File: config.mk
export PLATFORM = sky130hd
export DESIGN_NAME = qdbi_host
export DESIGN_NICKNAME = d
export VERILOG_FILES = /design/src/qdbi_pkg.sv /design/src/qdbi_sar.sv /design/src/qdbi_host.sv
export SDC_FILE = /design/constraint.sdc
export NUM_CORES = 1
export LEC_CHECK = 0
export BUFFER_PORTS_ARGS = -buffer_cell sky130_fd_sc_hd__buf_2
export CAP_MARGIN = 15
export CORE_MARGIN = 1.5
export CORE_UTILIZATION = 26
export DETAILED_ROUTE_END_ITERATION = 7
export PLACE_DENSITY = 0.56
export SLEW_MARGIN = 20
export SYNTH_ARGS = -nofsm -noshare
export SYNTH_HDL_FRONTEND = slang
export SYNTH_SLANG_ARGS = --single-unit
File: constraint.sdc
create_clock -name CLK_SYS_I -period 1.8 [get_ports CLK_SYS_I]
set_input_delay 0.18 -clock CLK_SYS_I [delete_from_list [all_inputs] [get_ports CLK_SYS_I]]
set_output_delay 0.18 -clock CLK_SYS_I [all_outputs]
set_load 0.01 [all_outputs]
File: src/qdbi_pkg.sv
// Constants and carrier types for the quad DAC host controller.
// Assumes one 50 MHz system clock; the DAC latches are level-triggered.
//
// Overview of operation
// - A channel select goes low only during an accepted write aimed at the DAC.
// - In decoded mode the two low address bits pick one of four selects.
// - In one-line-per-channel mode several selects may fall in one write.
// - Address bit 0 is the lowest word bit, so word N selects channel N+1.
// - On a 16-bit bus the code is the top twelve or the low twelve data bits.
// - The data drive toward the DAC is enabled only while it is addressed.
// - On an 8-bit bus the first byte is held and joined with the second.
// - On an 8-bit bus the DAC loads only on the second, completing write.
// - While not addressed the DAC data lines sit at a fixed all-ones level.
// - A 12-bit successive-approximation search runs on one channel.
// - Writes to the other three channels proceed during a search.
// - Every select pulse stays low for at least 400 ns.
package qdbi_pkg;

  localparam int CLK_NS   = 20;
  localparam int TCS_NS   = 400;
  localparam int CMP_NS   = 15000;
  localparam int TCS_CYC  = (TCS_NS + CLK_NS - 1) / CLK_NS;
  // Rounded down and one short so twelve trials take 180 us on an idle bus
  localparam int CMP_CYC  = CMP_NS / CLK_NS - 1;

  localparam int CODE_W   = 12;
  localparam int BYTE_W   = 8;
  localparam int DATA_W   = 16;
  localparam int NCHAN    = 4;
  localparam int NIB_LSB  = 0;
  localparam int LEFT_LSB = DATA_W - CODE_W;

  localparam logic [CODE_W-1:0] IDLE_CODE = 12'hfff;
  localparam logic [CODE_W-1:0] SAR_MSB   = 12'h800;
  localparam logic [NCHAN-1:0]  SEL_IDLE  = 4'hf;

  typedef struct packed {
    logic [NCHAN-1:0]  addr;
    logic [DATA_W-1:0] data;
  } qdbi_cmd_t;

  typedef struct packed {
    logic bus8;
    logic left_just;
    logic onehot;
  } qdbi_cfg_t;

endpackage

File: src/qdbi_sar.sv
// Successive-approximation sequencer driving one DAC channel.
// Assumes a synchronised comparator level and a load acknowledge pulse.
`timescale 1ns/100ps
module qdbi_sar
  import qdbi_pkg::*;
#(
  parameter int SETTLE_CYC = CMP_CYC
) (
  input  wire logic              clk_i,       // System clock
  input  wire logic              rst_i,       // Synchronous reset
  input  wire logic              start_i,     // Start pulse
  input  wire logic              above_i,     // Input above DAC level
  input  wire logic              ack_i,       // Trial load accepted
  output logic                   load_req_o,  // Trial load wanted
  output logic [CODE_W-1:0]      code_o,      // Trial code
  output logic                   busy_o,      // Search running
  output logic                   done_o,      // Result valid pulse
  output logic [CODE_W-1:0]      result_o     // Converted code
);

  initial begin
    if (SETTLE_CYC < 1 || SETTLE_CYC > 1023) begin
      $error("SETTLE_CYC out of range");
    end
  end

  typedef enum logic [1:0] {SAR_IDLE, SAR_REQ, SAR_WAIT} qdbi_sar_st_t;

  qdbi_sar_st_t      st_r, st_nxt;
  logic [CODE_W-1:0] trial_r, bit_r;
  logic [9:0]        cnt_r;
  logic              done_r;
  logic [CODE_W-1:0] res_r;

  wire               last_bit = bit_r[0];
  wire [CODE_W-1:0]  kept     = above_i ? trial_r : (trial_r & ~bit_r);
  wire [CODE_W-1:0]  next_bit = bit_r >> 1;

  assign load_req_o = (st_r == SAR_REQ);
  assign code_o     = trial_r;
  assign busy_o     = (st_r != SAR_IDLE);
  assign done_o     = done_r;
  assign result_o   = res_r;

  always_comb begin
    st_nxt = st_r;
    unique case (st_r)
      SAR_IDLE: if (start_i) st_nxt = SAR_REQ;
      SAR_REQ:  if (ack_i) st_nxt = SAR_WAIT;
      SAR_WAIT: if (cnt_r == '0) st_nxt = last_bit ? SAR_IDLE : SAR_REQ;
    endcase
  end

  ////////////////////////////////////////////////////////////////////////////
  // binary search
  always_ff @(posedge clk_i) begin
    if (rst_i) begin
      st_r    <= SAR_IDLE;
      trial_r <= '0;
      bit_r   <= '0;
      cnt_r   <= '0;
      done_r  <= 1'b0;
      res_r   <= '0;
    end else begin
      st_r   <= st_nxt;
      done_r <= 1'b0;
      if (st_r == SAR_IDLE && start_i) begin
        trial_r <= SAR_MSB;
        bit_r   <= SAR_MSB;
      end
      if (st_r == SAR_REQ && ack_i) begin
        cnt_r <= 10'(SETTLE_CYC - 1);
      end
      if (st_r == SAR_WAIT) begin
        if (cnt_r != '0) begin
          cnt_r <= cnt_r - 10'h001;
        end else begin
          trial_r <= kept | next_bit;
          bit_r   <= next_bit;
          if (last_bit) begin
            res_r  <= kept;
            done_r <= 1'b1;
          end
        end
      end
    end
  end
endmodule // qdbi_sar

File: src/qdbi_host.sv
// Host-side controller for a quad 12-bit level-latched DAC.
// Assumes the DAC data pins and four active-low selects are wired directly,
// and a comparator output arrives asynchronously on COMP_I.
`timescale 1ns/100ps
module qdbi_host
  import qdbi_pkg::*;
#(
  parameter int                 SETTLE_CYC = CMP_CYC,
  parameter int                 SEL_CYC    = TCS_CYC,
  parameter logic [NCHAN-1:0]   SAR_CHAN   = 4'h1
) (
  input  wire logic              CLK_SYS_I,            // 50 MHz clock
  input  wire logic              SYS_RST_I,            // Sync reset, high
  input  wire qdbi_cfg_t         CFG_I,                // Bus width, layout
  input  wire logic              REQ_I,                // Write request
  input  wire qdbi_cmd_t         CMD_I,                // Address and data
  output logic                   RDY_O,                // Ready to take a write
  input  wire logic              SAR_START_I,          // Start conversion
  input  wire logic              COMP_I,               // Comparator pin
  output logic                   SAR_BUSY_O,           // Conversion running
  output logic                   SAR_DONE_O,           // Result pulse
  output logic [CODE_W-1:0]      SAR_RESULT_O,         // Converted code
  output logic [NCHAN-1:0]       CHANNEL_SELECT_N_O,   // Bit0 is channel one
  output logic [CODE_W-1:0]      DAC_DATA_O,           // DAC data pins
  output logic                   DAC_DATA_OE_O         // Data drive enabled
);

  initial begin
    if (SEL_CYC < TCS_CYC || SEL_CYC > 31) begin
      $error("SEL_CYC below select minimum or too wide");
    end
    if ($countones(SAR_CHAN) != 1) begin
      $error("SAR_CHAN must name one channel");
    end
    if (SETTLE_CYC <= SEL_CYC + 2) begin
      $error("SETTLE_CYC must outlast one access");
    end
  end

  typedef enum logic [1:0] {ACC_IDLE, ACC_LOAD, ACC_HOLD} qdbi_acc_st_t;

  ////////////////////////////////////////////////////////////////////////////
  // Comparator synchroniser
  logic comp_meta_r, comp_sync_r;

  always_ff @(posedge CLK_SYS_I) begin
    if (SYS_RST_I) begin
      comp_meta_r <= 1'b0;
      comp_sync_r <= 1'b0;
    end else begin
      comp_meta_r <= COMP_I;
      comp_sync_r <= comp_meta_r;
    end
  end

  ////////////////////////////////////////////////////////////////////////////
  // Search sequencer
  logic              sar_req, sar_busy, sar_ack;
  logic [CODE_W-1:0] sar_code;

  qdbi_sar #(
    .SETTLE_CYC (SETTLE_CYC)
  ) u_sar (
    .clk_i      (CLK_SYS_I),
    .rst_i      (SYS_RST_I),
    .start_i    (SAR_START_I),
    .above_i    (comp_sync_r),
    .ack_i      (sar_ack),
    .load_req_o (sar_req),
    .code_o     (sar_code),
    .busy_o     (sar_busy),
    .done_o     (SAR_DONE_O),
    .result_o   (SAR_RESULT_O)
  );

  assign SAR_BUSY_O = sar_busy;

  ////////////////////////////////////////////////////////////////////////////
  // Request decode
  qdbi_acc_st_t      st_r;
  logic [4:0]        cnt_r;
  logic              byte_phase_r;
  logic [BYTE_W-1:0] byte_lo_r;
  logic [NCHAN-1:0]  sel_n_r;
  logic [CODE_W-1:0] data_r;
  logic              oe_r;

  wire              acc_idle  = (st_r == ACC_IDLE);
  // Search trials take the bus first; user writes wait one access at most
  assign sar_ack = acc_idle && sar_req;
  assign RDY_O   = acc_idle && !sar_req;
  wire              user_take = REQ_I && RDY_O;

  wire [NCHAN-1:0]  dec_mask  = 4'h1 << CMD_I.addr[1:0];
  wire [NCHAN-1:0]  raw_mask  = CFG_I.onehot ? CMD_I.addr : dec_mask;
  wire [NCHAN-1:0]  usr_mask  = raw_mask & ~(sar_busy ? SAR_CHAN : 4'h0);

  wire [CODE_W-1:0] wide_code = CFG_I.left_just
                                ? CMD_I.data[DATA_W-1:LEFT_LSB]
                                : CMD_I.data[CODE_W-1:0];
  wire [CODE_W-1:0] byte_code = {CMD_I.data[NIB_LSB+3:NIB_LSB], byte_lo_r};
  wire [CODE_W-1:0] usr_code  = CFG_I.bus8 ? byte_code : wide_code;

  wire              first_byte = CFG_I.bus8 && !byte_phase_r;
  wire              usr_load  = user_take && !first_byte && (usr_mask != '0);
  wire              start_acc = sar_ack || usr_load;
  wire [NCHAN-1:0]  acc_mask  = sar_ack ? SAR_CHAN : usr_mask;
  wire [CODE_W-1:0] acc_code  = sar_ack ? sar_code : usr_code;

  ////////////////////////////////////////////////////////////////////////////
  // Byte holding latch
  always_ff @(posedge CLK_SYS_I) begin
    if (SYS_RST_I) begin
      byte_phase_r <= 1'b0;
      byte_lo_r    <= '0;
    end else if (user_take && CFG_I.bus8) begin
      byte_phase_r <= !byte_phase_r;
      if (first_byte) begin
        byte_lo_r <= CMD_I.data[BYTE_W-1:0];
      end
    end else if (!CFG_I.bus8) begin
      byte_phase_r <= 1'b0;
    end
  end

  ////////////////////////////////////////////////////////////////////////////
  // Access sequencer: select low SEL_CYC cycles, then one hold cycle
  qdbi_acc_st_t      st_nxt;
  logic [4:0]        cnt_nxt;
  logic [NCHAN-1:0]  sel_n_nxt;
  logic [CODE_W-1:0] data_nxt;
  logic              oe_nxt;

  always_comb begin
    st_nxt    = st_r;
    cnt_nxt   = cnt_r;
    sel_n_nxt = sel_n_r;
    data_nxt  = data_r;
    oe_nxt    = oe_r;
    unique case (st_r)
      ACC_IDLE: if (start_acc) begin
        st_nxt    = ACC_LOAD;
        sel_n_nxt = ~acc_mask;
        data_nxt  = acc_code;
        oe_nxt    = 1'b1;
        cnt_nxt   = 5'(SEL_CYC - 1);
      end
      ACC_LOAD: if (cnt_r == '0) begin
        st_nxt    = ACC_HOLD;
        sel_n_nxt = SEL_IDLE;
      end else begin
        cnt_nxt = cnt_r - 5'h01;
      end
      ACC_HOLD: begin
        st_nxt   = ACC_IDLE;
        data_nxt = IDLE_CODE;
        oe_nxt   = 1'b0;
      end
      default: begin
        // Stray code: release the bus rather than hang low
        st_nxt    = ACC_IDLE;
        sel_n_nxt = SEL_IDLE;
        data_nxt  = IDLE_CODE;
        oe_nxt    = 1'b0;
      end
    endcase
  end

  always_ff @(posedge CLK_SYS_I) begin
    if (SYS_RST_I) begin
      st_r    <= ACC_IDLE;
      cnt_r   <= '0;
      sel_n_r <= SEL_IDLE;
      data_r  <= IDLE_CODE;
      oe_r    <= 1'b0;
    end else begin
      st_r    <= st_nxt;
      cnt_r   <= cnt_nxt;
      sel_n_r <= sel_n_nxt;
      data_r  <= data_nxt;
      oe_r    <= oe_nxt;
    end
  end

  assign CHANNEL_SELECT_N_O = sel_n_r;
  assign DAC_DATA_O         = data_r;
  assign DAC_DATA_OE_O      = oe_r;

  logic [5:0] low_cnt_r;
  always_ff @(posedge CLK_SYS_I) begin
    if (SYS_RST_I || sel_n_r == SEL_IDLE) begin
      low_cnt_r <= '0;
    end else if (low_cnt_r != 6'h3f) begin
      low_cnt_r <= low_cnt_r + 6'h01;
    end
  end
endmodule // qdbi_host

Word level (Yosys, flattened, before mapping)
Index checks and enable logic that the tools add are counted.
Widths: inputs -> output; s select.

cells by class
  bitwise gates (word level) = 10
  muxes and demuxes = 37
  $lt $le $gt $ge = 0
  multiply operators = 0
  shift operators = 1
  equal/unequal tests = 11
  reductions and logical operators = 29
  add/sub/neg operators = 2
  divide/modulo/power cells = 0

operators with widths
  kind                   count
  $mux 12                11
  $mux 10                3
  $pmux 12 s2            1
  $mux 4                 4
  $and 12x12->12         1
  $not 12->12            1
  $or 12x11->12          1
  $pmux 4 s3             1
  $reduce_and 3->1       4
  $logic_not 10->1       1
  $mux 2                 5
  $mux 5                 2
  $pmux 5 s2             1
  $reduce_bool 10->1     1
  $sub 10x1->10 const B  1
  $logic_and 1x1->1      9
  $ne 2x1->1 const B     4
  $mux 1                 6
  $ne 2x2->1 const B     3
  $pmux 2 s3             1
  $reduce_and 2->1       3
  $logic_not 5->1        1
  $sub 5x1->5 const B    1
  $and 4x4->4            1
  14 further kinds       23

storage, ports and cells
  bits in latches = 0
  input bits = 28
  logic and storage cells = 105
  register bits after elaboration = 84
  memories = 0
  output and inout bits = 32
  bits in writable memories = 0
  bits in read-only memories = 0

Depth between registers and ports, before layout
  word-level depth = 9
  mapped depth = 8
  gate-level depth less buffers = 7

By module
A second synthesis with hierarchy kept.

unflattened totals
  cell total of the unflattened synthesis = 487
  area, all modules = 4067.7 um2

modules (own cells, without submodules)
  module     instances  sequential area each (um2)  cells an instance  area each (um2)
  qdbi_sar   1          980.9                       270                2243.4
  qdbi_host  1          700.7                       217                1824.2

Least setup slack after synthesis
OpenSTA, ideal clock, no wires.

  path kind = register to register
  start point = reg u_sar.cnt_r[0]
  end point = reg u_sar.res_r[2] (netlist: u_sar.result_o[2])
  library setup time = 0.070 ns
  cell stages (with the launch flop) = 9
  path slack = -0.215 ns
  path buffers = 1
  required time = 1.730 ns
  clock period less this slack = 2.015 ns
  arrival = 1.944 ns
  path through = dfxtp_1 inv_1 ha_1 or3b_4 nor4_4 and2_1 buf_4 nand3_1 a21oi_1

on the way
  cells in the longest elaborated chain, start to end = 3

RTL lines
  item                        line            RTL
  start: declaration          qdbi_sar.sv:31  logic [9:0] cnt_r;
  start signal: assignment    qdbi_sar.sv:72  cnt_r <= 10'(SETTLE_CYC - 1);
  start signal: assignment    qdbi_sar.sv:76  cnt_r <= cnt_r - 10'h001;
  $reduce_bool 10->1          qdbi_sar.sv:75  if (cnt_r != '0) begin
  $not 1->1 (no line)         --
  $reduce_and 3->1 (no line)  --
  end signal: assignment      qdbi_sar.sv:81  res_r <= kept;
  end: declaration            qdbi_sar.sv:33  logic [CODE_W-1:0] res_r;

No other way between the ends.
A chain may end at the register's enable or synchronous reset.

Worst setup path after layout
  start point = reg u_sar.cnt_r[1]
  end point = reg u_sar.trial_r[6] (netlist: u_sar.code_o[6])

on the way
  cells in the longest elaborated chain, start to end = 3

RTL lines
  item                    line            RTL
  $reduce_bool 10->1      qdbi_sar.sv:75
  $mux 12                 qdbi_sar.sv:75
  $mux 12                 qdbi_sar.sv:74  if (st_r == SAR_WAIT) begin
  end signal: assignment  qdbi_sar.sv:78  trial_r <= kept | next_bit;
  end: declaration        qdbi_sar.sv:30  logic [CODE_W-1:0] trial_r, bit_r;

No other way between the ends.

==> impl_metrics.py <==
metrics = {
    "outcome": {
        "outcome": "finished, violations left",
        "violations": "setup timing",
    },
    "clock_network": {
        "cts_tree": "yes",
        "clk_pin_slew_worst_paths_ps": 60,
        "cts_root_buffer": "clkbuf_16",
        "clock_tree.buffer_depth": 2,
        "tritoncts_num_sinks": 84,
        "postCtsHoldBufs": 0,
        "cts_inserted_buffers": 9,
        "clock_tree.htree_level_count": 3,
        "worst_skew_pair.late_latency_ps": 340,
    },
    "final_layout": {
        "postLayoutCellArea_um2": 5460,
        "finalNonFillerCells": 777,
        "most-common-layout-cells": "80 x dfxtp_1, 59 x buf_2, 57 x a21oi_1",
        "layout.cells.most_common": "dfxtp_1",
        "final_layout_size_suffix_gt1_frac": 0.302,
        "insertedDiodeCount": 0,
        "nNetsFinal": 616,
        "area_growth_pct": 36.7,
        "fillers": 1533,
    },
    "routing": {
        "routed_wirelength_um": 11500,
        "dr.first_iter.drc_count": 185,
        "vias": 3880,
        "drt-wirelength-per-cell_um": 14.9,
        "ant_nets": 0,
        "detail_route.vias_per_cell": 4.99,
        "detail_route.first_pass.iterations": 4,
        "drt_drc_violations_left": 0,
    },
    "place": {
        "place_ws_ps": -117,
        "post_dp_cell_area_um2": 4800,
        "port_buffers": 59,
        "gp_congestion": 0.827,
        "place.detailed.hpwl_um": 7780,
        "numPlacedInstances": 748,
    },
    "synthesis": {
        "ys_async_sr_fraction": 0,
        "synthFlopType": "dfxtp_1",
        "synth_enable_flop_cells": 0,
        "synth.avg_cell_area_um2": 8.14,
        "synth_cells": 491,
        "ys_seq_elements": 84,
        "synth_cell_types": 44,
        "synth_area_um2": 4000,
        "ys_warn_count": 0,
        "synth_fp_nets": 521,
        "synth_seq_area_share": 0.421,
    },
    "sta": {
        "setup_violations_final": 25,
        "totalNegativeSetupSlack_ps": -813,
        "timing.slew.headroom": 0.620,
        "report.final.slew_viol_count": 0,
        "tightest_slew_ps": 570,
        "period_needed_ps": 1930,
        "rsz0062_at_grt": "true",
        "max_freq_mhz": 518,
        "min_period_over_period": 1.07,
        "postLayoutSetupSlackWorst_ps": -130,
        "timing.clock.skew_ps": 9.38,
        "finalHoldViolCount": 0,
    },
    "setup_path": {
        "cp_slowest_cell": "or3b_4",
        "cell_by_cell_listing_of_the_critical_path": "inv_2 -> ha_4 -> or3b_4 -> nor4_4 -> buf_6 -> buf_12 -> buf_12 -> a21oi_1 -> a211oi_1",
        "critical_path_fanout_max": 15,
        "start_kind": "register",
        "reg2reg_slack_ps": -130,
        "critical_path.most_common_cell": "buf_12",
        "reg2reg_from": "u_sar.cnt_r[1]",
        "rr_endpoint": "u_sar.code_o[6]",
        "worst-setup-path-type": "reg -> reg",
        "cp-startpoint": "u_sar.cnt_r[1]",
        "critical_path_required_ps": 2030,
        "slowest_stage_delay_on_critical_path_ps": 410,
        "logic_depth_of_the_worst_register_to_register_path": 9,
        "critical_path.top_delay_family": "simple AND/OR/NAND/NOR gates",
        "crit_path_end_kind": "register",
        "cp_data_arrival_time_ps": 2160,
        "timing.critical_path.buf_inv": 4,
    },
    "grt": {
        "gr-total-overflow": 0,
        "grt_first_pass_wirelength_um": 18200,
        "antenna_found_initial": 0,
        "maximum_number_of_pins_on_one_net_before_global_route_repair": 40,
        "gr_util_all_layers": 0.140,
        "first_global_vias": 3723,
    },
    "power_and_ir_drop": {
        "share_of_total_power_in_combinational_logic": 0.450,
        "power.clock.fraction": 0.237,
        "power.sequential.fraction": 0.313,
        "internal-power_uw": 4980,
        "switching_share": 0.358,
        "powerDensity_nw_per_um2": 1420,
        "vdd_drop_max_uv": 548,
        "power.switching_uw": 2780,
        "static-leakage-power_uw": 0.00216,
        "report.power.total_uw": 7760,
    },
    "hold_path": {
        "holdPathStages": 2,
        "hold_class": "in -> reg",
        "timing.hold.worst.start": "COMP_I",
        "worst_hold_path.endpoint": "comp_meta_r",
    },
    "die": {
        "io-pin-count": 60,
        "floorplan.initialDensity": 0.265,
        "die-width_um": 127,
        "fp.coreArea_um2": 15100,
        "placement_rows": 45,
        "dieArea_um2": 16100,
        "die_y_um": 127,
    },
    "run": {
        "maxCapViolCount": 0,
    },
}
layout make-up:
type	instances	area, um2	area share
clock buffer	10	239	0.0437
tap	188	235	0.0431
timing repair buffer	114	821	0.150
sequential	84	1690	0.309
inverter	9	33.8	0.00618
multi-input combinational	368	2400	0.439
clock inverter	4	51.3	0.00939
layer usage:
| layer | part of all wire | GRT usage | up-vias |
|---|---|---|---|
| met5 | 0 | 0 | - |
| met3 | 0.037 | 0.0276 | 23 |
| met1 | 0.46 | 0.171 | 1831 |
| li1 | - | - | 1964 |
| met4 | 0.028 | 0.0769 | 0 |
| met2 | 0.48 | 0.234 | 62 |
through the flow:
| step | utilization | hold slack [ps] |
|---|---|---|
| after floorplan | - | 308 |
| after global placement | 0.318 | 409 |
| after detailed placement | 0.318 | 419 |
| after CTS | 0.351 | 64.5 |
| after global routing | 0.362 | 102 |
| final | 0.362 | 64.2 |
how the worst max path moves through the flow:
stage / end / slack, ps / depth (start not counted)
floorplan: u_sar.result_o[2] / -20 / 8
global placement: u_sar.code_o[2] / -50 / 7
detailed placement: u_sar.code_o[2] / -120 / 7
CTS: u_sar.cnt_r[6] / -60 / 7
global route: u_sar.code_o[6] / -200 / 9
finish: u_sar.code_o[6] / -130 / 9
cell families (layout without fill, tap and decap cells):
group                    Yosys count  after routing  synth area share
AND/OR/NAND/NOR                  182            183             0.231
AO/OA/AOI/OAI                    158            158             0.240
flip-flops                        84             84             0.421
buffers and inverters             40            137            0.0391
multiplexers                      24             24            0.0601
adder cells (fa/ha/maj)            2              2           0.00626
XOR/XNOR                           1              1           0.00219
Yosys cell counts (all sizes together) (3+ instances only):
cell / n / area, um2
nor2b: 6 / 37.5
o21ai: 33 / 165
a211o: 5 / 43.8
mux2i: 24 / 240
buf: 4 / 21.3
a211oi: 13 / 97.6
a21oi: 69 / 345
or3: 7 / 43.8
a22o: 12 / 105
nor2: 32 / 120
o21bai: 12 / 90.1
clkbuf: 27 / 101
nand3: 16 / 80.1
dfxtp: 84 / 1680
and2: 3 / 18.8
inv: 9 / 33.8
nand2b: 29 / 181
a31oi: 3 / 18.8
nand2: 49 / 184
nor3b: 5 / 37.5
nor3: 22 / 110
state kept, by name, indices dropped and copies added (netlist names), 2 cells and up:
signal and cells:
DAC_DATA_O 12, u_sar.bit_r 12, u_sar.result_o 12, st_r 2, u_sar.st_r 2, u_sar.code_o 12, u_sar.cnt_r 10, CHANNEL_SELECT_N_O 4
cnt_r 5, byte_lo_r 8
power groups by stage:
stage                     Combinational (uW)  Sequential [uW]  Clock, uW
after detailed placement                3050             2450          0
after floorplan                         1880             2530          0
after CTS                               3230             2410       1890
after global placement                  3000             2440          0
after global routing                    3830             2470       1950
final                                   3500             2430       1840
repair_timing:
item,CTS,global route
resized for setup,31,41
endpoints found under the setup margin,24,56
setup buffers,9,1
pin swaps,11,20
gates cloned,3,2
No activity file was read; power rests on OpenSTA's default activity.
